--- src/hw/lpmc_pkg.sv ---
package lpmc_pkg;

    // ----------------------------------------------------------------
    // register map
    // ----------------------------------------------------------------
    localparam logic [15:0] LPMC_ADDR_STOP_CTRL = 16'h0038;
    localparam logic [15:0] LPMC_ADDR_SYS_CTRL2 = 16'h0039;

    // stop_mode_control fields
    localparam int LPMC_STOP_START_BIT = 7;
    localparam int LPMC_RELEASE_METHOD_BIT = 6;
    localparam int LPMC_RETURN_MODE_BIT = 5;
    localparam int LPMC_PORT_OUTPUT_BIT = 4;
    localparam int LPMC_WARMUP_HI_BIT = 3;
    localparam int LPMC_WARMUP_LO_BIT = 2;

    // system_control_two fields
    localparam int LPMC_XEN_BIT = 7;
    localparam int LPMC_XTEN_BIT = 6;
    localparam int LPMC_SYSCK_BIT = 5;
    localparam int LPMC_CPU_HALT_BIT = 4;
    localparam int LPMC_PCLK_HALT_BIT = 2;

    // values after reset
    localparam logic [7:0] LPMC_STOP_CTRL_RST = 8'h00;
    localparam logic [7:0] LPMC_SYS_CTRL2_RST = 8'h80;

    // warm-up lengths in oscillator ticks
    localparam int LPMC_WARM_W = 18;
    localparam int LPMC_WARM_FC_UNIT = 16384;
    localparam int LPMC_WARM_FS_LONG = 8192;
    localparam int LPMC_WARM_FS_SHORT = 64;

    // ----------------------------------------------------------------
    // operating modes
    // ----------------------------------------------------------------
    typedef enum logic [11:0] {
        ST_NORMAL1 = 12'h001,
        ST_NORMAL2 = 12'h002,
        ST_SLOW2 = 12'h004,
        ST_SLOW1 = 12'h008,
        ST_IDLE1 = 12'h010,
        ST_IDLE2 = 12'h020,
        ST_SLEEP2 = 12'h040,
        ST_SLEEP1 = 12'h080,
        ST_IDLE0 = 12'h100,
        ST_SLEEP0 = 12'h200,
        ST_STOP = 12'h400,
        ST_WARMUP = 12'h800
    } lpmc_state_t;

    typedef struct packed {
        logic [15:0] addr;
        logic [7:0] wdata;
        logic wr;
        logic rd;
    } lpmc_bus_req_t;

    typedef struct packed {
        logic cpu;
        logic wdt;
        logic periph;
        logic time_base_timer;
        logic div_first;
        logic hf_osc;
        logic lf_osc;
        logic main_low;
    } lpmc_clk_en_t;

    typedef struct packed {
        logic resume;
        logic irq_service;
        logic tbt_latch_set;
        logic tbt_irq_service;
        logic div_clear;
    } lpmc_evt_t;

endpackage

--- src/hw/lpmc_top.sv ---
// The plain strobed port was chosen for this implementation.
`timescale 1ns/1ps

// Function
// - IDLE2 halts CPU and watchdog, peripherals run, release returns to NORMAL2.
// - SLEEP1 keeps only low oscillator, halts CPU, watchdog; returns to SLOW1.
// - SLOW1 and SLEEP1 stop the clock into divider stage one.
// - SLEEP2 behaves as SLEEP1 but keeps the high oscillator running.
// - peripheral clock halt bit enters SLEEP0 from SLOW, IDLE0 from NORMAL; only time base keeps clocking.
// - SLEEP0 ends on time base source falling edge, resuming in SLOW1; the code resumes in SLOW2 when xen_reg is set.
// - SLEEP0 ignores time base enable; service needs master, irq enable, enable.
// - entering SLEEP0 with time base enabled sets time base latch on return.
// - STOP halts oscillators; stop pin event releases; warm-up, then resume.
// - writing bit 7 of stop control starts STOP.
// - bit 6 picks release: 0 edge, 1 level.
// - bit 5 picks return: 0 NORMAL, 1 SLOW1.
// - bit 4: 0 ports high impedance in STOP, 1 outputs kept.
// - two-bit field selects one of four warm-up lengths per return mode.
// - reset pin during STOP returns to NORMAL1 regardless of return mode.
// - bits 1 and 0 of stop control read undefined; the code reads them as zero.
// - STOP with port output bit 0 forces port inputs to zero.
// - stop pin goes high impedance in STOP regardless of port output bit.
// - CPU halt idle modes end on interrupt request; serviced if master set.
// - release from IDLE1, IDLE2, SLEEP1 or SLEEP2 clears the CPU halt bit.
module lpmc_top
    import lpmc_pkg::*;
#(
    parameter int warm_fc_unit = LPMC_WARM_FC_UNIT,
    parameter int warm_fs_long = LPMC_WARM_FS_LONG,
    parameter int warm_fs_short = LPMC_WARM_FS_SHORT
)
(
    input wire logic mclk,
    input wire logic resetn,
    input wire lpmc_bus_req_t bus,
    output logic [7:0] rdata,
    input wire logic fc_tick,
    input wire logic fs_tick,
    input wire logic irq_req,
    input wire logic interrupt_master_flag,
    input wire logic time_base_irq_enable,
    input wire logic time_base_enable,
    input wire logic time_base_source,
    input wire logic stop_pin_port_i,
    output logic stop_pin_port_o,
    output logic stop_pin_port_oe,
    input wire logic port_latch_value,
    input wire logic port_drive,
    output logic ports_output_en,
    output logic port_input_force_zero,
    output lpmc_state_t mode,
    output lpmc_clk_en_t clk_en,
    output lpmc_evt_t evt
);

    // ----------------------------------------------------------------
    // registers and state
    // ----------------------------------------------------------------
    lpmc_state_t state_reg, state_next, run_target;
    logic stop_start_reg, release_method_reg, return_mode_reg;
    logic stop_port_output_reg;
    logic [1:0] warmup_select_reg;
    logic xen_reg, xten_reg, sysck_reg, cpu_halt_reg, pclk_halt_reg;
    logic tb_at_entry_reg;
    logic [LPMC_WARM_W-1:0] warm_cnt_reg;
    logic [7:0] rdata_reg;
    logic stop_meta_reg, stop_sync_reg, stop_prev_reg;
    logic tb_meta_reg, tb_sync_reg, tb_prev_reg;
    lpmc_clk_en_t clk_en_reg;
    lpmc_evt_t evt_reg;
    logic pin_o_reg, pin_oe_reg, ports_oe_reg, force_zero_reg;
    logic wr_stop, wr_sys2, in_run, in_halt, halt_release, tb_fall;
    logic stop_release, warm_tick, enter_warm, warm_exit, sleep0_exit;

    function automatic logic is_run(input lpmc_state_t s);
        return s inside {ST_NORMAL1, ST_NORMAL2, ST_SLOW1, ST_SLOW2};
    endfunction

    function automatic logic in_stop_period(input lpmc_state_t s);
        return s inside {ST_STOP, ST_WARMUP};
    endfunction

    function automatic lpmc_state_t halt_of(input lpmc_state_t s);
        unique case (s)
            ST_NORMAL2: return ST_IDLE2;
            ST_SLOW2: return ST_SLEEP2;
            ST_SLOW1: return ST_SLEEP1;
            default: return ST_IDLE1;
        endcase
    endfunction

    function automatic logic [LPMC_WARM_W-1:0] warm_len(
        input logic [1:0] sel,
        input logic to_slow
    );
        logic [LPMC_WARM_W-1:0] u;
        u = LPMC_WARM_W'(warm_fc_unit);
        if (to_slow)
        begin
            unique case (sel)
                2'h0: return LPMC_WARM_W'(3 * warm_fs_long);
                2'h1: return LPMC_WARM_W'(warm_fs_long);
                2'h2: return LPMC_WARM_W'(3 * warm_fs_short);
                default: return LPMC_WARM_W'(warm_fs_short);
            endcase
        end
        unique case (sel)
            2'h0: return LPMC_WARM_W'(12 * warm_fc_unit);
            2'h1: return LPMC_WARM_W'(4 * warm_fc_unit);
            2'h2: return LPMC_WARM_W'(3 * warm_fc_unit);
            default: return u;
        endcase
    endfunction

    // ----------------------------------------------------------------
    // pin synchronisers
    // ----------------------------------------------------------------
    always_ff @(posedge mclk or negedge resetn)
    begin
        if (!resetn)
        begin
            stop_meta_reg <= 1'b0;
            stop_sync_reg <= 1'b0;
            stop_prev_reg <= 1'b0;
            tb_meta_reg <= 1'b0;
            tb_sync_reg <= 1'b0;
            tb_prev_reg <= 1'b0;
        end
        else
        begin
            stop_meta_reg <= stop_pin_port_i;
            stop_sync_reg <= stop_meta_reg;
            stop_prev_reg <= stop_sync_reg;
            tb_meta_reg <= time_base_source;
            tb_sync_reg <= tb_meta_reg;
            tb_prev_reg <= tb_sync_reg;
        end
    end

    assign wr_stop = bus.wr && bus.addr == LPMC_ADDR_STOP_CTRL;
    assign wr_sys2 = bus.wr && bus.addr == LPMC_ADDR_SYS_CTRL2;
    assign in_run = is_run(state_reg);
    assign in_halt = state_reg inside {ST_IDLE1, ST_IDLE2, ST_SLEEP1,
                                       ST_SLEEP2};
    assign tb_fall = tb_prev_reg && !tb_sync_reg;
    assign halt_release = in_halt && irq_req;
    assign sleep0_exit = state_reg inside {ST_IDLE0, ST_SLEEP0} && tb_fall;
    // level mode releases on a high pin, edge mode on a rising edge
    assign stop_release = release_method_reg ? stop_sync_reg
                        : (stop_sync_reg && !stop_prev_reg);
    assign warm_tick = return_mode_reg ? fs_tick : fc_tick;
    assign enter_warm = state_next == ST_WARMUP && state_reg != ST_WARMUP;
    assign warm_exit = state_reg == ST_WARMUP && warm_cnt_reg == '0;

    // ----------------------------------------------------------------
    // mode sequencing
    // ----------------------------------------------------------------
    always_comb
    begin
        if (sysck_reg)
            run_target = xen_reg ? ST_SLOW2 : ST_SLOW1;
        else
            run_target = xten_reg ? ST_NORMAL2 : ST_NORMAL1;
        state_next = state_reg;
        unique case (state_reg)
            ST_NORMAL1, ST_NORMAL2, ST_SLOW1, ST_SLOW2:
            begin
                if (stop_start_reg)
                    // a high pin in level mode skips straight to warm-up
                    state_next = (release_method_reg && stop_sync_reg)
                               ? ST_WARMUP : ST_STOP;
                else if (pclk_halt_reg)
                    state_next = sysck_reg ? ST_SLEEP0 : ST_IDLE0;
                else if (cpu_halt_reg)
                    state_next = halt_of(run_target);
                else
                    state_next = run_target;
            end
            ST_IDLE1, ST_IDLE2, ST_SLEEP1, ST_SLEEP2:
            begin
                if (halt_release)
                    state_next = run_target;
            end
            ST_IDLE0, ST_SLEEP0:
            begin
                if (tb_fall)
                    state_next = run_target;
            end
            ST_STOP:
            begin
                if (stop_release)
                    state_next = ST_WARMUP;
            end
            ST_WARMUP:
            begin
                if (warm_exit)
                    state_next = return_mode_reg ? ST_SLOW1
                               : (xten_reg ? ST_NORMAL2 : ST_NORMAL1);
            end
            default: state_next = ST_NORMAL1;
        endcase
    end

    // reset, including one during STOP, always lands in NORMAL1
    always_ff @(posedge mclk or negedge resetn)
    begin
        if (!resetn)
            state_reg <= ST_NORMAL1;
        else
            state_reg <= state_next;
    end

    always_ff @(posedge mclk or negedge resetn)
    begin
        if (!resetn)
            warm_cnt_reg <= '0;
        else if (enter_warm)
            warm_cnt_reg <= warm_len(warmup_select_reg,
                                     return_mode_reg);
        else if (state_reg == ST_WARMUP && warm_tick && warm_cnt_reg != '0)
            warm_cnt_reg <= warm_cnt_reg - 1'b1;
    end

    // ----------------------------------------------------------------
    // control registers
    // ----------------------------------------------------------------
    always_ff @(posedge mclk or negedge resetn)
    begin
        if (!resetn)
        begin
            stop_start_reg <= LPMC_STOP_CTRL_RST[LPMC_STOP_START_BIT];
            release_method_reg <= LPMC_STOP_CTRL_RST[LPMC_RELEASE_METHOD_BIT];
            return_mode_reg <= LPMC_STOP_CTRL_RST[LPMC_RETURN_MODE_BIT];
            stop_port_output_reg <= LPMC_STOP_CTRL_RST[LPMC_PORT_OUTPUT_BIT];
            warmup_select_reg <= LPMC_STOP_CTRL_RST[LPMC_WARMUP_HI_BIT:
                                                    LPMC_WARMUP_LO_BIT];
        end
        else if (wr_stop)
        begin
            stop_start_reg <= bus.wdata[LPMC_STOP_START_BIT];
            release_method_reg <= bus.wdata[LPMC_RELEASE_METHOD_BIT];
            return_mode_reg <= bus.wdata[LPMC_RETURN_MODE_BIT];
            stop_port_output_reg <= bus.wdata[LPMC_PORT_OUTPUT_BIT];
            warmup_select_reg <= bus.wdata[LPMC_WARMUP_HI_BIT:
                                           LPMC_WARMUP_LO_BIT];
        end
        else if (warm_exit)
            stop_start_reg <= 1'b0;
    end

    // a software write in the release cycle wins over the hardware clear
    always_ff @(posedge mclk or negedge resetn)
    begin
        if (!resetn)
        begin
            xen_reg <= LPMC_SYS_CTRL2_RST[LPMC_XEN_BIT];
            xten_reg <= LPMC_SYS_CTRL2_RST[LPMC_XTEN_BIT];
            sysck_reg <= LPMC_SYS_CTRL2_RST[LPMC_SYSCK_BIT];
            cpu_halt_reg <= LPMC_SYS_CTRL2_RST[LPMC_CPU_HALT_BIT];
            pclk_halt_reg <= LPMC_SYS_CTRL2_RST[LPMC_PCLK_HALT_BIT];
        end
        else if (wr_sys2)
        begin
            xen_reg <= bus.wdata[LPMC_XEN_BIT];
            xten_reg <= bus.wdata[LPMC_XTEN_BIT];
            sysck_reg <= bus.wdata[LPMC_SYSCK_BIT];
            cpu_halt_reg <= bus.wdata[LPMC_CPU_HALT_BIT];
            pclk_halt_reg <= bus.wdata[LPMC_PCLK_HALT_BIT];
        end
        else
        begin
            if (halt_release)
                cpu_halt_reg <= 1'b0;
            if (sleep0_exit)
                pclk_halt_reg <= 1'b0;
            if (warm_exit)
            begin
                sysck_reg <= return_mode_reg;
                xen_reg <= !return_mode_reg;
            end
        end
    end

    always_ff @(posedge mclk or negedge resetn)
    begin
        if (!resetn)
            tb_at_entry_reg <= 1'b0;
        else if (in_run && state_next inside {ST_IDLE0, ST_SLEEP0})
            tb_at_entry_reg <= time_base_enable;
    end

    // undefined low bits of stop control read as zero
    always_ff @(posedge mclk or negedge resetn)
    begin
        if (!resetn)
            rdata_reg <= 8'h00;
        else if (bus.rd && bus.addr == LPMC_ADDR_STOP_CTRL)
            rdata_reg <= {stop_start_reg, release_method_reg,
                          return_mode_reg, stop_port_output_reg,
                          warmup_select_reg, 2'h0};
        else if (bus.rd && bus.addr == LPMC_ADDR_SYS_CTRL2)
            rdata_reg <= {xen_reg, xten_reg, sysck_reg, cpu_halt_reg,
                          1'b0, pclk_halt_reg, 2'h0};
        else if (bus.rd)
            rdata_reg <= 8'h00;
    end

    // ----------------------------------------------------------------
    // clock gating, pins and events
    // ----------------------------------------------------------------
    always_ff @(posedge mclk or negedge resetn)
    begin
        if (!resetn)
        begin
            clk_en_reg <= '{cpu: 1'b1, wdt: 1'b1, periph: 1'b1, time_base_timer: 1'b1,
                            div_first: 1'b1, hf_osc: 1'b1, lf_osc: 1'b0,
                            main_low: 1'b0};
            pin_o_reg <= 1'b0;
            pin_oe_reg <= 1'b0;
            ports_oe_reg <= 1'b1;
            force_zero_reg <= 1'b0;
        end
        else
        begin
            clk_en_reg.cpu <= is_run(state_next);
            clk_en_reg.wdt <= is_run(state_next);
            clk_en_reg.periph <= !(state_next inside {ST_IDLE0, ST_SLEEP0})
                                 && !in_stop_period(state_next);
            clk_en_reg.time_base_timer <= !in_stop_period(state_next);
            clk_en_reg.div_first <= !(state_next inside {ST_SLOW1,
                                      ST_SLEEP1, ST_SLEEP2})
                                    && !in_stop_period(state_next);
            // warm-up restarts the oscillator of the return mode, and the low one too if xten_reg is set
            clk_en_reg.hf_osc <= (state_next == ST_WARMUP) ? !return_mode_reg
                                 : (state_next != ST_STOP && xen_reg);
            clk_en_reg.lf_osc <= (state_next == ST_WARMUP)
                                 ? (return_mode_reg || xten_reg)
                                 : (state_next != ST_STOP && xten_reg);
            clk_en_reg.main_low <= sysck_reg;
            pin_o_reg <= port_latch_value;
            pin_oe_reg <= port_drive
                          && !in_stop_period(state_next);
            ports_oe_reg <= !in_stop_period(state_next)
                            || stop_port_output_reg;
            force_zero_reg <= in_stop_period(state_next)
                              && !stop_port_output_reg;
        end
    end

    always_ff @(posedge mclk or negedge resetn)
    begin
        if (!resetn)
            evt_reg <= '0;
        else
        begin
            evt_reg.resume <= halt_release || sleep0_exit || warm_exit;
            evt_reg.irq_service <= halt_release
                                   && interrupt_master_flag;
            evt_reg.tbt_latch_set <= sleep0_exit && tb_at_entry_reg;
            evt_reg.tbt_irq_service <= sleep0_exit && interrupt_master_flag
                                       && time_base_irq_enable
                                       && time_base_enable;
            evt_reg.div_clear <= (in_run && in_stop_period(state_next))
                                 || (state_reg == ST_STOP && stop_release);
        end
    end

    assign rdata = rdata_reg;
    assign mode = state_reg;
    assign clk_en = clk_en_reg;
    assign evt = evt_reg;
    assign stop_pin_port_o = pin_o_reg;
    assign stop_pin_port_oe = pin_oe_reg;
    assign ports_output_en = ports_oe_reg;
    assign port_input_force_zero = force_zero_reg;
endmodule

--- config.mk ---
export PLATFORM = sky130hd
export DESIGN_NAME = lpmc_top
export DESIGN_NICKNAME = d
export VERILOG_FILES = /design/src/hw/lpmc_pkg.sv /design/src/hw/lpmc_top.sv
export SDC_FILE = /design/constraint.sdc
export NUM_CORES = 1
export LEC_CHECK = 0
export BUFFER_PORTS_ARGS = -buffer_cell sky130_fd_sc_hd__buf_2
export CAP_MARGIN = 20
export CORE_ASPECT_RATIO = 0.9
export CORE_MARGIN = 3
export CORE_UTILIZATION = 54
export CTS_BUF_LIST = sky130_fd_sc_hd__clkbuf_8
export CTS_CLUSTER_SIZE = 16
export DETAILED_ROUTE_END_ITERATION = 10
export HOLD_SLACK_MARGIN = 0.08
export PLACE_DENSITY = 0.91
export REMOVE_ABC_BUFFERS = 1
export SLEW_MARGIN = 20
export SYNTH_ARGS = -nofsm -noshare
export SYNTH_HDL_FRONTEND = slang
export SYNTH_SLANG_ARGS = --single-unit
--- constraint.sdc ---
create_clock -name mclk -period 3.6 [get_ports mclk]
set_clock_uncertainty 0.1 [all_clocks]
set_input_delay 0.18 -clock mclk [delete_from_list [all_inputs] [get_ports mclk]]
set_output_delay 0.18 -clock mclk [all_outputs]
set_load 0.01 [all_outputs]
Word-level counts from Yosys, hierarchy flattened
Cells that the tools add are included.
{ "totals": {"reg_bits": 72, "inputBits": 38, "out_inout_bits": 37, "wordCells": 166} }
{ "op_classes": {"n_addsub": 1, "eq_ne": 31, "muxes": 40, "n_reduce_logical": 58} }
{ "op_table": {"columns": ["operator", "count"], "rows": [
  ["2-to-1 mux 12 bit", 8],
  ["2-to-1 mux 18 bit", 4],
  ["one-hot mux 12 bit (5 select lines)", 1],
  ["one-hot mux 18 bit (3 select lines)", 1],
  ["one-hot mux 15 bit (3 select lines)", 1],
  ["equality test 12 x 2 -> 1 bit, second input constant", 3],
  ["equality test 12 x 3 -> 1 bit, second input constant", 3],
  ["equality test 12 x 4 -> 1 bit, second input constant", 3],
  ["equality test 16 x 6 -> 1 bit, second input constant", 2],
  ["logical AND 1 bit", 27],
  ["equality test 12 x 1 -> 1 bit, second input constant", 2],
  ["equality test 12 x 10 -> 1 bit, second input constant", 2],
  ["equality test 12 x 11 -> 1 bit, second input constant", 2],
  ["equality test 12 bit, second input constant", 2],
  ["equality test 12 x 7 -> 1 bit, second input constant", 2],
  ["equality test 12 x 8 -> 1 bit, second input constant", 2],
  ["equality test 12 x 9 -> 1 bit, second input constant", 2],
  ["2-to-1 mux 8 bit", 3],
  ["one-hot mux 8 bit (3 select lines)", 1],
  ["zero test 18 bit", 1],
  ["nonzero test 18 bit", 1],
  ["subtractor 18 x 1 -> 18 bit, second input constant", 1],
  ["2-to-1 mux 1 bit", 16],
  ["nonzero test 2 bit", 8],
  ["16 further kinds", 32]
]} }

Depth between registers and ports, before layout
Gate-level depths: netlist of run 1.
{ "depth": {"word_depth": 13, "ltp_mapped": 8} }

Worst setup path after synthesis of run 1
No wires, ideal clock.
{ "synth_path": {"path_kind": "register -> register", "from": "reg warm_cnt_reg[9]", "to": "reg state_reg[5], in the netlist mode[5]", "t_arrival_ps": 2157, "slack_ps": 1222, "path_stages_with_launch": 7, "path_buffers": 1, "synth_period_minus_slack_ps": 2378, "path_cell_list": "dfrtp_1 > or4_1 > buf_2 > or4_4 > o21ai_2 > o311ai_2 > a22o_1"} }
{ "synth_between": {"elab_chain_len": 4} }
{ "synth_rtl": {"columns": ["element", "line_no", "source"], "rows": [
  ["start, declared", "lpmc_top.sv:65", "logic [LPMC_WARM_W-1:0] warm_cnt_reg;"],
  ["start signal, assigned", "lpmc_top.sv:218", "warm_cnt_reg <= warm_len(warmup_select_reg,"],
  ["start signal, assigned", "lpmc_top.sv:221", "warm_cnt_reg <= warm_cnt_reg - 1'b1;"],
  ["zero test 18 bit", "lpmc_top.sv:153", "assign warm_exit = state_reg == ST_WARMUP && warm_cnt_reg == '0;"],
  ["logical AND 1 bit", "lpmc_top.sv:153", null],
  ["2-to-1 mux 12 bit", "lpmc_top.sv:196", "if (warm_exit)"],
  ["one-hot mux 12 bit (5 select lines)", "lpmc_top.sv:165", "unique case (state_reg)"],
  ["net state_next[5]", "lpmc_top.sv:59", "lpmc_state_t state_reg, state_next, run_target;"],
  ["end signal, assigned", "lpmc_top.sv:210", "state_reg <= state_next;"],
  ["end, declared", "lpmc_top.sv:59", null]
]} }
The timed path passes the listed nets, and every way through them passes these cells.
A chain may end at the register's enable or synchronous reset.

Worst setup path in the final report of run 1
{ "layout_path": {"from": "reg state_reg[5], in the netlist mode[5]", "to": "reg warm_cnt_reg[7]"} }
{ "layout_between": {"elab_chain_len": 8, "word_cells_on_any_way": 30, "classes_between": "eq/ne: 14; mux: 6; reduce/logical: 10"} }
{ "layout_rtl": {"columns": ["element", "line_no", "source"], "rows": [
  ["equality test 12 x 5 -> 1 bit, or another cell as far along", "lpmc_top.sv:143, lpmc_top.sv:165", null],
  ["nonzero test 4 bit", "lpmc_top.sv:143", "assign in_halt = state_reg inside {ST_IDLE1, ST_IDLE2, ST_SLEEP1,"],
  ["logical AND 1 bit", "lpmc_top.sv:146", "assign halt_release = in_halt && irq_req;"],
  ["2-to-1 mux 12 bit", "lpmc_top.sv:181", "if (halt_release)"],
  ["one-hot mux 12 bit (5 select lines)", "lpmc_top.sv:165", null],
  ["equality test 12 bit", "lpmc_top.sv:152", "assign enter_warm = state_next == ST_WARMUP && state_reg != ST_WARMUP;"],
  ["logical AND 1 bit", "lpmc_top.sv:152", null],
  ["2-to-1 mux 18 bit or nonzero test 2 bit (tied branches)", null, null]
]} }
Several ways; a longest one is shown, not always the timed one.

==> results_tabular.tex, run 1 <==
\begin{tabular}{lr}
\hline
Metric & Value \\
\hline
\multicolumn{2}{l}{\textbf{Setup path}} \\
Launch point of the worst path & mode[5] \\
Peak fanout along the critical path & 11 \\
Required time reported for the critical path endpoint & $\sim$3800 ps \\
Category of the worst setup path launch point & flop \\
R2R setup slack & $\sim$860 ps \\
Startpoint of the most critical register-to-register path & mode[5] \\
Terminus of the critical flop-to-flop path & warm\_cnt\_reg[7] \\
Count of cells along the worst register-to-register path & 6 \\
Critical path start-end classification & flop to flop \\
Element type at the critical path end & flop \\
Arrival time reported for the critical path endpoint & 2910 ps \\
\multicolumn{2}{l}{\textbf{Place}} \\
Number of port buffers & 70 \\
Final estimated routing congestion in global placement & approximately 0.89 \\
Worst setup slack before clock tree synthesis & 947 ps \\
Hpwl dp & around 5.7 mm \\
\multicolumn{2}{l}{\textbf{GRT}} \\
Via count of the first global-routing pass & 2,687 \\
Global-route wire length before repair & $\sim$13 mm \\
Global router's overall resource usage & 0.244 \\
Initial antenna violation count & 0 \\
Global routing met3 resource utilization & 0.0708 \\
Met2 global-route usage & 0.384 \\
Global-route met1 utilization & 0.329 \\
Aggregate global routing overflow & 0 \\
Maximum number of pins on one net before global-route repair & 43 \\
Most Used Layer, Global Route & met2 \\
\multicolumn{2}{l}{\textbf{Floorplanning}} \\
Width of the chip & $\sim$89 um \\
I/O pin count & 75 \\
CORE AREA & 5820 um\^{}2 \\
Area enclosed by the die boundary & around 7100 um\^{}2 \\
Die Ht & 80.4 um \\
Initial standard-cell utilization of the core & 0.571 \\
Total number of placement rows & 26 \\
\multicolumn{2}{l}{\textbf{Worst hold path}} \\
Min-Delay Path Class & primary input to flop \\
Critical hold path startpoint & bus[10] \\
Cell count of the worst hold path & 2 \\
Worst Hold Endpoint & rdata[3] \\
\multicolumn{2}{l}{\textbf{Clock tree}} \\
Clock transition at the registers of the reported paths & roughly 80 ps \\
Number of gates given a new drive strength after cts & 0 \\
Worst skew pair latency & between 300 and 400 ps \\
Post-CTS Setup Bufs & 0 \\
Maximum buffer depth of the clock tree & 2 \\
CTS root buf & sky130\_fd\_sc\_hd\_\_clkbuf\_8 \\
TritonCTS Buffers & 9 \\
\# clock sinks & 70 \\
Total number of H-tree levels & 3 \\
TritonCTS clock tree & built \\
\multicolumn{2}{l}{\textbf{Run status}} \\
Outcome & completed \\
\multicolumn{2}{l}{\textbf{Yosys}} \\
Total of warnings raised by yosys & 0 \\
Synthesized netlist cell count & roughly 320 \\
Library cell with the largest summed area after synthesis & sky130\_fd\_sc\_hd\_\_dfrtp\_1 \\
Top post-synthesis cells by count & 62 x sky130\_fd\_sc\_hd\_\_dfrtp\_1, 24 x sky130\_fd\_sc\_hd\_\_nor2\_1, 20 x sky130\_fd\_sc\_hd\_\_inv\_1 \\
Leading post-synthesis cells by cell area & sky130\_fd\_sc\_hd\_\_dfrtp\_1 47\%, sky130\_fd\_sc\_hd\_\_dfstp\_2 6.3\%, sky130\_fd\_sc\_hd\_\_xor2\_1 2.9\% \\
Primary flip-flop cell chosen by synthesis mapping & sky130\_fd\_sc\_hd\_\_dfrtp\_1 \\
Number of synthesized register bits & 70 \\
Share of flip-flops with an asynchronous set or reset after synthesis & 1.00 \\
Syn\_area\_per\_cell & between 10 and 15 um\^{}2 \\
Number of flops mapped to enable cells by yosys & 0 \\
Cell with the most instances after synthesis & sky130\_fd\_sc\_hd\_\_dfrtp\_1 \\
Synthesized area & 3320 um\^{}2 \\
Area fraction of the dominant cell type after synthesis & 0.467 \\
Sequential area share after synthesis & 0.530 \\
Unique cell type count in the Yosys netlist & 57 \\
\multicolumn{2}{l}{\textbf{Power and ir drop}} \\
Power per unit of standard cell area & 611 nW/um\^{}2 \\
Overall Power & about 2500 uW \\
Peak supply drop & 496 uV \\
Static leakage power & roughly 0.0020 uW \\
\multicolumn{2}{l}{\textbf{Final layout}} \\
Finished Core Util & 0.708 \\
Synthesis-to-layout area growth & 24.1\% \\
Number of diodes & 0 \\
Final net count & 448 \\
Fraction of final layout cells with drive strength greater than 1 & 0.278 \\
Flip-flop count of the largest register, all copies and words added & 18 \\
\multicolumn{2}{l}{\textbf{Timing}} \\
Transition time of the tightest slew-check pin & between 800 and 900 ps \\
Share of the cycle needed by the critical path after routing & 0.761 \\
Achievable Freq & 365 MHz \\
Setup TNS after final layout & 0 ps \\
Setup repair after global routing missed its margin & false \\
Normalized max-slew margin & 0.451 \\
Max-slew violation count & 0 \\
Final setup violation count & 0 \\
Count of final hold-check violations & 0 \\
Final min period & about 2700 ps \\
Least setup slack across all paths after layout & between 800 and 900 ps \\
\multicolumn{2}{l}{\textbf{Drt}} \\
Post-DR wirelength/cell & 16.3 um \\
Number of violations reported at the end of detailed-routing iteration 0 & 252 \\
First drt pass iteration count & 5 \\
Vias & between 2,000 and 3,000 \\
Number of antenna-violating nets in the routed design & 0 \\
Via/cell ratio & slightly below 6 \\
DRC viols & 0 \\
Total length of routed wires & about 7.9 mm \\
\multicolumn{2}{l}{\textbf{Flow run}} \\
Total of max-cap violations & 0 \\
\hline
\end{tabular}
## repair_timing
item | 4_1_cts | 5_1_grt
endpoints found under the setup margin | 0 | 0
hold buffers | 16 | 0
endpoints found under the hold margin | 49 | 0
## stage by stage
step | hold WS, ps | instances | area [um^2]
floorplan | -216 | 306 | 3270
global placement | 121 | 451 | 3740
detailed placement | 121 | 451 | 3740
CTS | 95.8 | 483 | 4120
global route | 113 | 483 | 4120
finish | 126 | 483 | 4120
## cells in the final DEF (no fill, tap or decap), types with 6 or more instances in the layout
cell type	count
sky130_fd_sc_hd__dfrtp_1	62
sky130_fd_sc_hd__nor2_1	24
sky130_fd_sc_hd__nand3_1	16
sky130_fd_sc_hd__inv_1	20
sky130_fd_sc_hd__and3_1	7
sky130_fd_sc_hd__xor2_1	11
sky130_fd_sc_hd__mux2i_1	6
sky130_fd_sc_hd__nor3_1	8
sky130_fd_sc_hd__dfstp_2	8
sky130_fd_sc_hd__nor2b_1	6
sky130_fd_sc_hd__nor4_1	13
sky130_fd_sc_hd__nand2_1	18
sky130_fd_sc_hd__clkbuf_8	9
sky130_fd_sc_hd__nor4b_1	7
sky130_fd_sc_hd__o22ai_1	6
sky130_fd_sc_hd__o21ai_0	18
sky130_fd_sc_hd__buf_2	70
sky130_fd_sc_hd__mux2_2	7
sky130_fd_sc_hd__xnor2_1	6
sky130_fd_sc_hd__dlygate4sd3_1	16
## area by class of cell
class / count / area (um^2)
Clock buffer: 9 / 124
Inverter: 20 / 75.1
Sequential cell: 70 / 1760
Tap cell: 70 / 87.6
Timing Repair Buffer: 91 / 548
Clock inverter: 7 / 97.6
Fill cell: 424 / 1700
Multi-Input combinational cell: 216 / 1430
## critical path: stages (launching register included)
cell and delay (ps):
sky130_fd_sc_hd__dfrtp_1 430, sky130_fd_sc_hd__nor4_2 680, sky130_fd_sc_hd__nand4_1 240, sky130_fd_sc_hd__o32ai_2 730
sky130_fd_sc_hd__buf_4 290, sky130_fd_sc_hd__nand4b_1 90, sky130_fd_sc_hd__o21ai_0 90
## cells by family after synthesis
family,synth area share
AND/OR/NAND/NOR,0.209
buffers and inverters,0.0410
flip-flops,0.530
other,0.00113
multiplexers,0.0418
XOR/XNOR,0.0448
adder cells (fa/ha/maj),0.00753
AO/OA/AOI/OAI,0.125
## per-layer routing
layer | vias to the layer above | part of all wire | wire length (um)
met2 | 121 | 0.48 | 3780
met5 | - | 0 | 0
li1 | 1321 | - | -
met3 | 18 | 0.072 | 568
met4 | 0 | 0.015 | 119
met1 | 1346 | 0.43 | 3390
## report_power, final
group	internal [uW]	switching, uW	leakage [uW]
clock	392	304	0.000106
sequential	956	112	0.000888
combinational	311	443	0.000996
total	1660	859	0.00199
## worst max-delay path by stage
stage / slack, ps / endpoint / cells after the start
after floorplan: 870 / warm_cnt_reg[17] / 5
after global placement: 1000 / warm_cnt_reg[7] / 6
after detailed placement: 950 / mode[5] / 5
after CTS: 900 / clk_en[2] / 5
after global routing: 650 / clk_en[2] / 5
final: 860 / warm_cnt_reg[7] / 6
(Power assumes the default switching activity.)
==> run 2: changes to the inputs <==
- ABC_AREA: not set -> 1
- PLACE_DENSITY: 0.91 -> 0.9
- clock period: 3.6 -> 2.7 ns (I/O delays scaled with it)
==> run 2 against run 1 <==
  * Die area grew 7.2%
  * Sequential share of layout area shrank 2.4 points
  * Worst setup slack lost 440 ps
  * Count of clock-buffer cells in the layout grew 1
  * Global-route usage grew 1.5 points
  * Non-clock buffer count shrank 1
  * Fmax grew 20%
  * Critical path type unchanged
==> results_tabular.tex, run 2 <==
\begin{tabular}{lr}
\hline
Metric & Value \\
\hline
\multicolumn{2}{l}{\textbf{Run status}} \\
Outcome & completed \\
\multicolumn{2}{l}{\textbf{Yosys}} \\
Primary flip-flop cell chosen by synthesis mapping & sky130\_fd\_sc\_hd\_\_dfrtp\_1 \\
Area fraction of the dominant cell type after synthesis & 0.433 (-0.0335) \\
Number of synthesized register bits & 70 (unchanged) \\
Synthesized area & 3580 um\^{}2 (+7.7\%) \\
Library cell with the largest summed area after synthesis & sky130\_fd\_sc\_hd\_\_dfrtp\_1 \\
Number of flops mapped to enable cells by yosys & 0 (unchanged) \\
Leading post-synthesis cells by cell area & sky130\_fd\_sc\_hd\_\_dfrtp\_1 43\%, sky130\_fd\_sc\_hd\_\_nand2\_1 9.0\%, sky130\_fd\_sc\_hd\_\_nor2\_1 6.9\% \\
Unique cell type count in the Yosys netlist & 41 (-28\%) \\
Sequential area share after synthesis & 0.492 (-0.0380) \\
Total of warnings raised by yosys & 0 (unchanged) \\
Top post-synthesis cells by count & 86 x sky130\_fd\_sc\_hd\_\_nand2\_1, 66 x sky130\_fd\_sc\_hd\_\_nor2\_1, 62 x sky130\_fd\_sc\_hd\_\_dfrtp\_1 \\
Syn\_area\_per\_cell & 8.12 um\^{}2 (-23\%) \\
Cell with the most instances after synthesis & sky130\_fd\_sc\_hd\_\_nand2\_1 \\
Share of flip-flops with an asynchronous set or reset after synthesis & 1.00 (unchanged) \\
Synthesized netlist cell count & 441 (+39\%) \\
\multicolumn{2}{l}{\textbf{Setup path}} \\
R2R setup slack & 420 ps (-440 ps) \\
Peak fanout along the critical path & 23 (+12) \\
Arrival time reported for the critical path endpoint & 2480 ps (-430 ps) \\
Most numerous cell on the critical path & sky130\_fd\_sc\_hd\_\_nand2\_2 \\
Element type at the critical path end & flop \\
Worst path depth & 11 (+5) \\
Crit-path leading delay family & simple AND/OR/NAND/NOR gates \\
Category of the worst setup path launch point & flop \\
Required time reported for the critical path endpoint & 2900 ps (-870 ps) \\
Cells along the critical path & nor2\_2, nand2\_2, nor3\_4, nand2\_2, nor2\_2, nand2\_1, nand2\_2, inv\_2, nand3\_2, nand2\_1, inv\_2 \\
Startpoint of the most critical register-to-register path & mode[5] \\
Launch point of the worst path & mode[5] \\
Buffering stage count on the worst path with inverters included & 2 (+1) \\
Critical path endpoint & port\_input\_force\_zero \\
Terminus of the critical flop-to-flop path & port\_input\_force\_zero \\
Count of cells along the worst register-to-register path & 11 (+5) \\
Worst-path cell with the longest stage delay & sky130\_fd\_sc\_hd\_\_dfrtp\_1 \\
Critical path start-end classification & flop to flop \\
Max stage delay on crit path & 410 ps (-320 ps) \\
\multicolumn{2}{l}{\textbf{Clock tree}} \\
Maximum buffer depth of the clock tree & 2 (unchanged) \\
CTS root buf & sky130\_fd\_sc\_hd\_\_clkbuf\_8 \\
Clock transition at the registers of the reported paths & 70 ps (about the same) \\
TritonCTS Buffers & 9 (unchanged) \\
Post-CTS Setup Bufs & 0 (unchanged) \\
Worst skew pair latency & 360 ps (about the same) \\
\# clock sinks & 70 (unchanged) \\
Number of gates given a new drive strength after cts & 0 (unchanged) \\
TritonCTS clock tree & built \\
Number of hold buffers added after cts & 18 (+2) \\
Total number of H-tree levels & 3 (unchanged) \\
\multicolumn{2}{l}{\textbf{Worst hold path}} \\
Critical hold path startpoint & bus[10] \\
Min-Delay Path Class & primary input to flop \\
\multicolumn{2}{l}{\textbf{Final layout}} \\
Flip-flop count of the largest register, all copies and words added & 18 (unchanged) \\
Most frequent cells in the layout & 86 x sky130\_fd\_sc\_hd\_\_nand2\_1, 70 x sky130\_fd\_sc\_hd\_\_buf\_2, 66 x sky130\_fd\_sc\_hd\_\_nor2\_1 \\
Finished Core Util & 0.696 (-0.0123) \\
Leading cell type in the layout, fill and taps excluded & sky130\_fd\_sc\_hd\_\_nand2\_1 \\
Fraction of final layout cells with drive strength greater than 1 & 0.228 (-0.0507) \\
Final net count & 575 (+28\%) \\
Fill cells & 469 (+11\%) \\
Number of diodes & 0 (unchanged) \\
Synthesis-to-layout area growth & 22.1\% \\
\multicolumn{2}{l}{\textbf{Floorplanning}} \\
CORE AREA & 6280 um\^{}2 (+7.9\%) \\
I/O pin count & 75 (unchanged) \\
Width of the chip & 91.8 um (+3.5\%) \\
Die Ht & 83.2 um (+3.5\%) \\
Total number of placement rows & 27 (+3.8\%) \\
Initial standard-cell utilization of the core & 0.570 (-0.000998) \\
Area enclosed by the die boundary & 7640 um\^{}2 (+7.2\%) \\
\multicolumn{2}{l}{\textbf{Timing}} \\
Transition time of the tightest slew-check pin & 732 ps (-84.9 ps) \\
Setup TNS after final layout & 0 ps (unchanged) \\
Normalized max-slew margin & 0.512 (+0.0616) \\
Count of final hold-check violations & 0 (unchanged) \\
Final setup violation count & 0 (unchanged) \\
Share of the cycle needed by the critical path after routing & 0.846 (+0.0849) \\
Final min period & 2280 ps (-456 ps) \\
Achievable Freq & 438 MHz (+20\%) \\
Setup repair after global routing missed its margin & false \\
Least setup slack across all paths after layout & 416 ps (-444 ps) \\
Smallest hold slack & 167 ps (+41.4 ps) \\
Max-slew violation count & 0 (unchanged) \\
\multicolumn{2}{l}{\textbf{GRT}} \\
Global router's overall resource usage & 0.259 (+0.0151) \\
Via count of the first global-routing pass & 3,392 (+26\%) \\
Global-route wire length before repair & 15.7 mm (+20\%) \\
Maximum number of pins on one net before global-route repair & 35 (-19\%) \\
Aggregate global routing overflow & 0 (unchanged) \\
Initial antenna violation count & 0 (unchanged) \\
\multicolumn{2}{l}{\textbf{Drt}} \\
Number of antenna-violating nets in the routed design & 0 (unchanged) \\
Total length of routed met3 wires & 799 um (+41\%) \\
Routed length on met1 & 3.69 mm (+8.8\%) \\
Via/cell ratio & 5.38 (-7.3\%) \\
First drt pass iteration count & 8 (+3) \\
Number of violations reported at the end of detailed-routing iteration 0 & 381 (+51\%) \\
DRC viols & 0 (unchanged) \\
Vias & 3,376 (+20\%) \\
Routed wl met2 & 4.52 mm (+20\%) \\
Post-DR wirelength/cell & 14.8 um (-9.3\%) \\
Total length of routed wires & 9.25 mm (+18\%) \\
Highest metal used & met4 \\
\multicolumn{2}{l}{\textbf{Place}} \\
Worst setup slack before clock tree synthesis & 468 ps (-479 ps) \\
Number of port buffers & 70 (unchanged) \\
Hpwl dp & 6.35 mm (+12\%) \\
Final estimated routing congestion in global placement & 0.851 (-4.5\%) \\
\multicolumn{2}{l}{\textbf{Power and ir drop}} \\
Peak supply drop & 272 uV (-45\%) \\
Static leakage power & 0.00232 uW (+16\%) \\
Power per unit of standard cell area & 532 nW/um\^{}2 (-13\%) \\
\multicolumn{2}{l}{\textbf{Flow run}} \\
Total of max-cap violations & 0 (unchanged) \\
\hline
\end{tabular}
-- run 2: cell types whose count changed in the layout (fill, tap and decap cells not counted), moves of 7 or more --
cell | before | now
sky130_fd_sc_hd__nor4b_1 | 7 | 0
sky130_fd_sc_hd__nor4_1 | 13 | 1
sky130_fd_sc_hd__nand3_1 | 16 | 34
sky130_fd_sc_hd__nand2_2 | 0 | 7
sky130_fd_sc_hd__and3_1 | 7 | 0
sky130_fd_sc_hd__inv_1 | 20 | 63
sky130_fd_sc_hd__nor2_1 | 24 | 66
sky130_fd_sc_hd__nand2_1 | 18 | 86
sky130_fd_sc_hd__o21ai_1 | 0 | 16
-- run 2: logic make-up after synthesis --
kind of cell / count (synthesis) / synth area share
and+or+nand+nor: 232 / 0.301
other: 1 / 0.00105
muxes: 2 / 0.00594
AOI/OAI and AO/OA: 50 / 0.0814
adders and majority gates: 2 / 0.00699
buffers and inverters: 73 / 0.0846
xor gates and xnor gates: 11 / 0.0269
DFF: 70 / 0.492
-- run 2: how the worst min path moves through the flow --
stage	end	slack, ps	depth (start not counted)
2_1_floorplan	clk_en[0]	-260	0
3_3_place_gp	clk_en[0]	110	1
3_5_place_dp	mode[4]	120	1
4_1_cts	evt[4]	140	3
5_1_grt	warm_cnt_reg[1]	180	5
6_report	rdata[3]	170	4
-- run 2: power by group --
group / switching [uW] / total, uW / leakage [uW] / internal, uW
registers: 19.3 / 1120 / 0.000898 / 1100
logic: 238 / 373 / 0.00131 / 135
clock network: 393 / 835 / 0.000105 / 442
total: 650 / 2330 / 0.00232 / 1680
-- run 2: tightest hold or removal path, stage by stage --
cell and delay, ps:
sky130_fd_sc_hd__buf_2 90, sky130_fd_sc_hd__nor4_1 60, sky130_fd_sc_hd__nand3_1 180, sky130_fd_sc_hd__o21ai_0 110
-- run 2: through the flow --
step | power (uW) | std cells | instance area (um^2)
6_report | 2330 | 627 | 4370
3_3_place_gp | 1480 | 593 | 4000
4_1_cts | 2330 | 627 | 4370
5_1_grt | 2440 | 627 | 4370
2_1_floorplan | 1360 | 434 | 3520
3_5_place_dp | 1490 | 593 | 4000
-- run 2: area by class of cell --
| cell class | count | area [um^2] | area share |
|---|---|---|---|
| flip-flops and latches | 70 | 1760 | 0.403 |
| multi-input cells | 299 | 1520 | 0.347 |
| clock buffers | 10 | 138 | 0.0315 |
| clock inverters | 6 | 55.1 | 0.0126 |
| repair buffers | 90 | 546 | 0.125 |
| inverters | 65 | 244 | 0.0558 |
| well taps | 87 | 109 | 0.0249 |
-- run 2: per-layer routing --
layer  GRT usage  vias up
li1            -     1594
met1       0.324     1579
met2       0.425      177
met3      0.0616       26
met4       0.115        0
met5           0        -
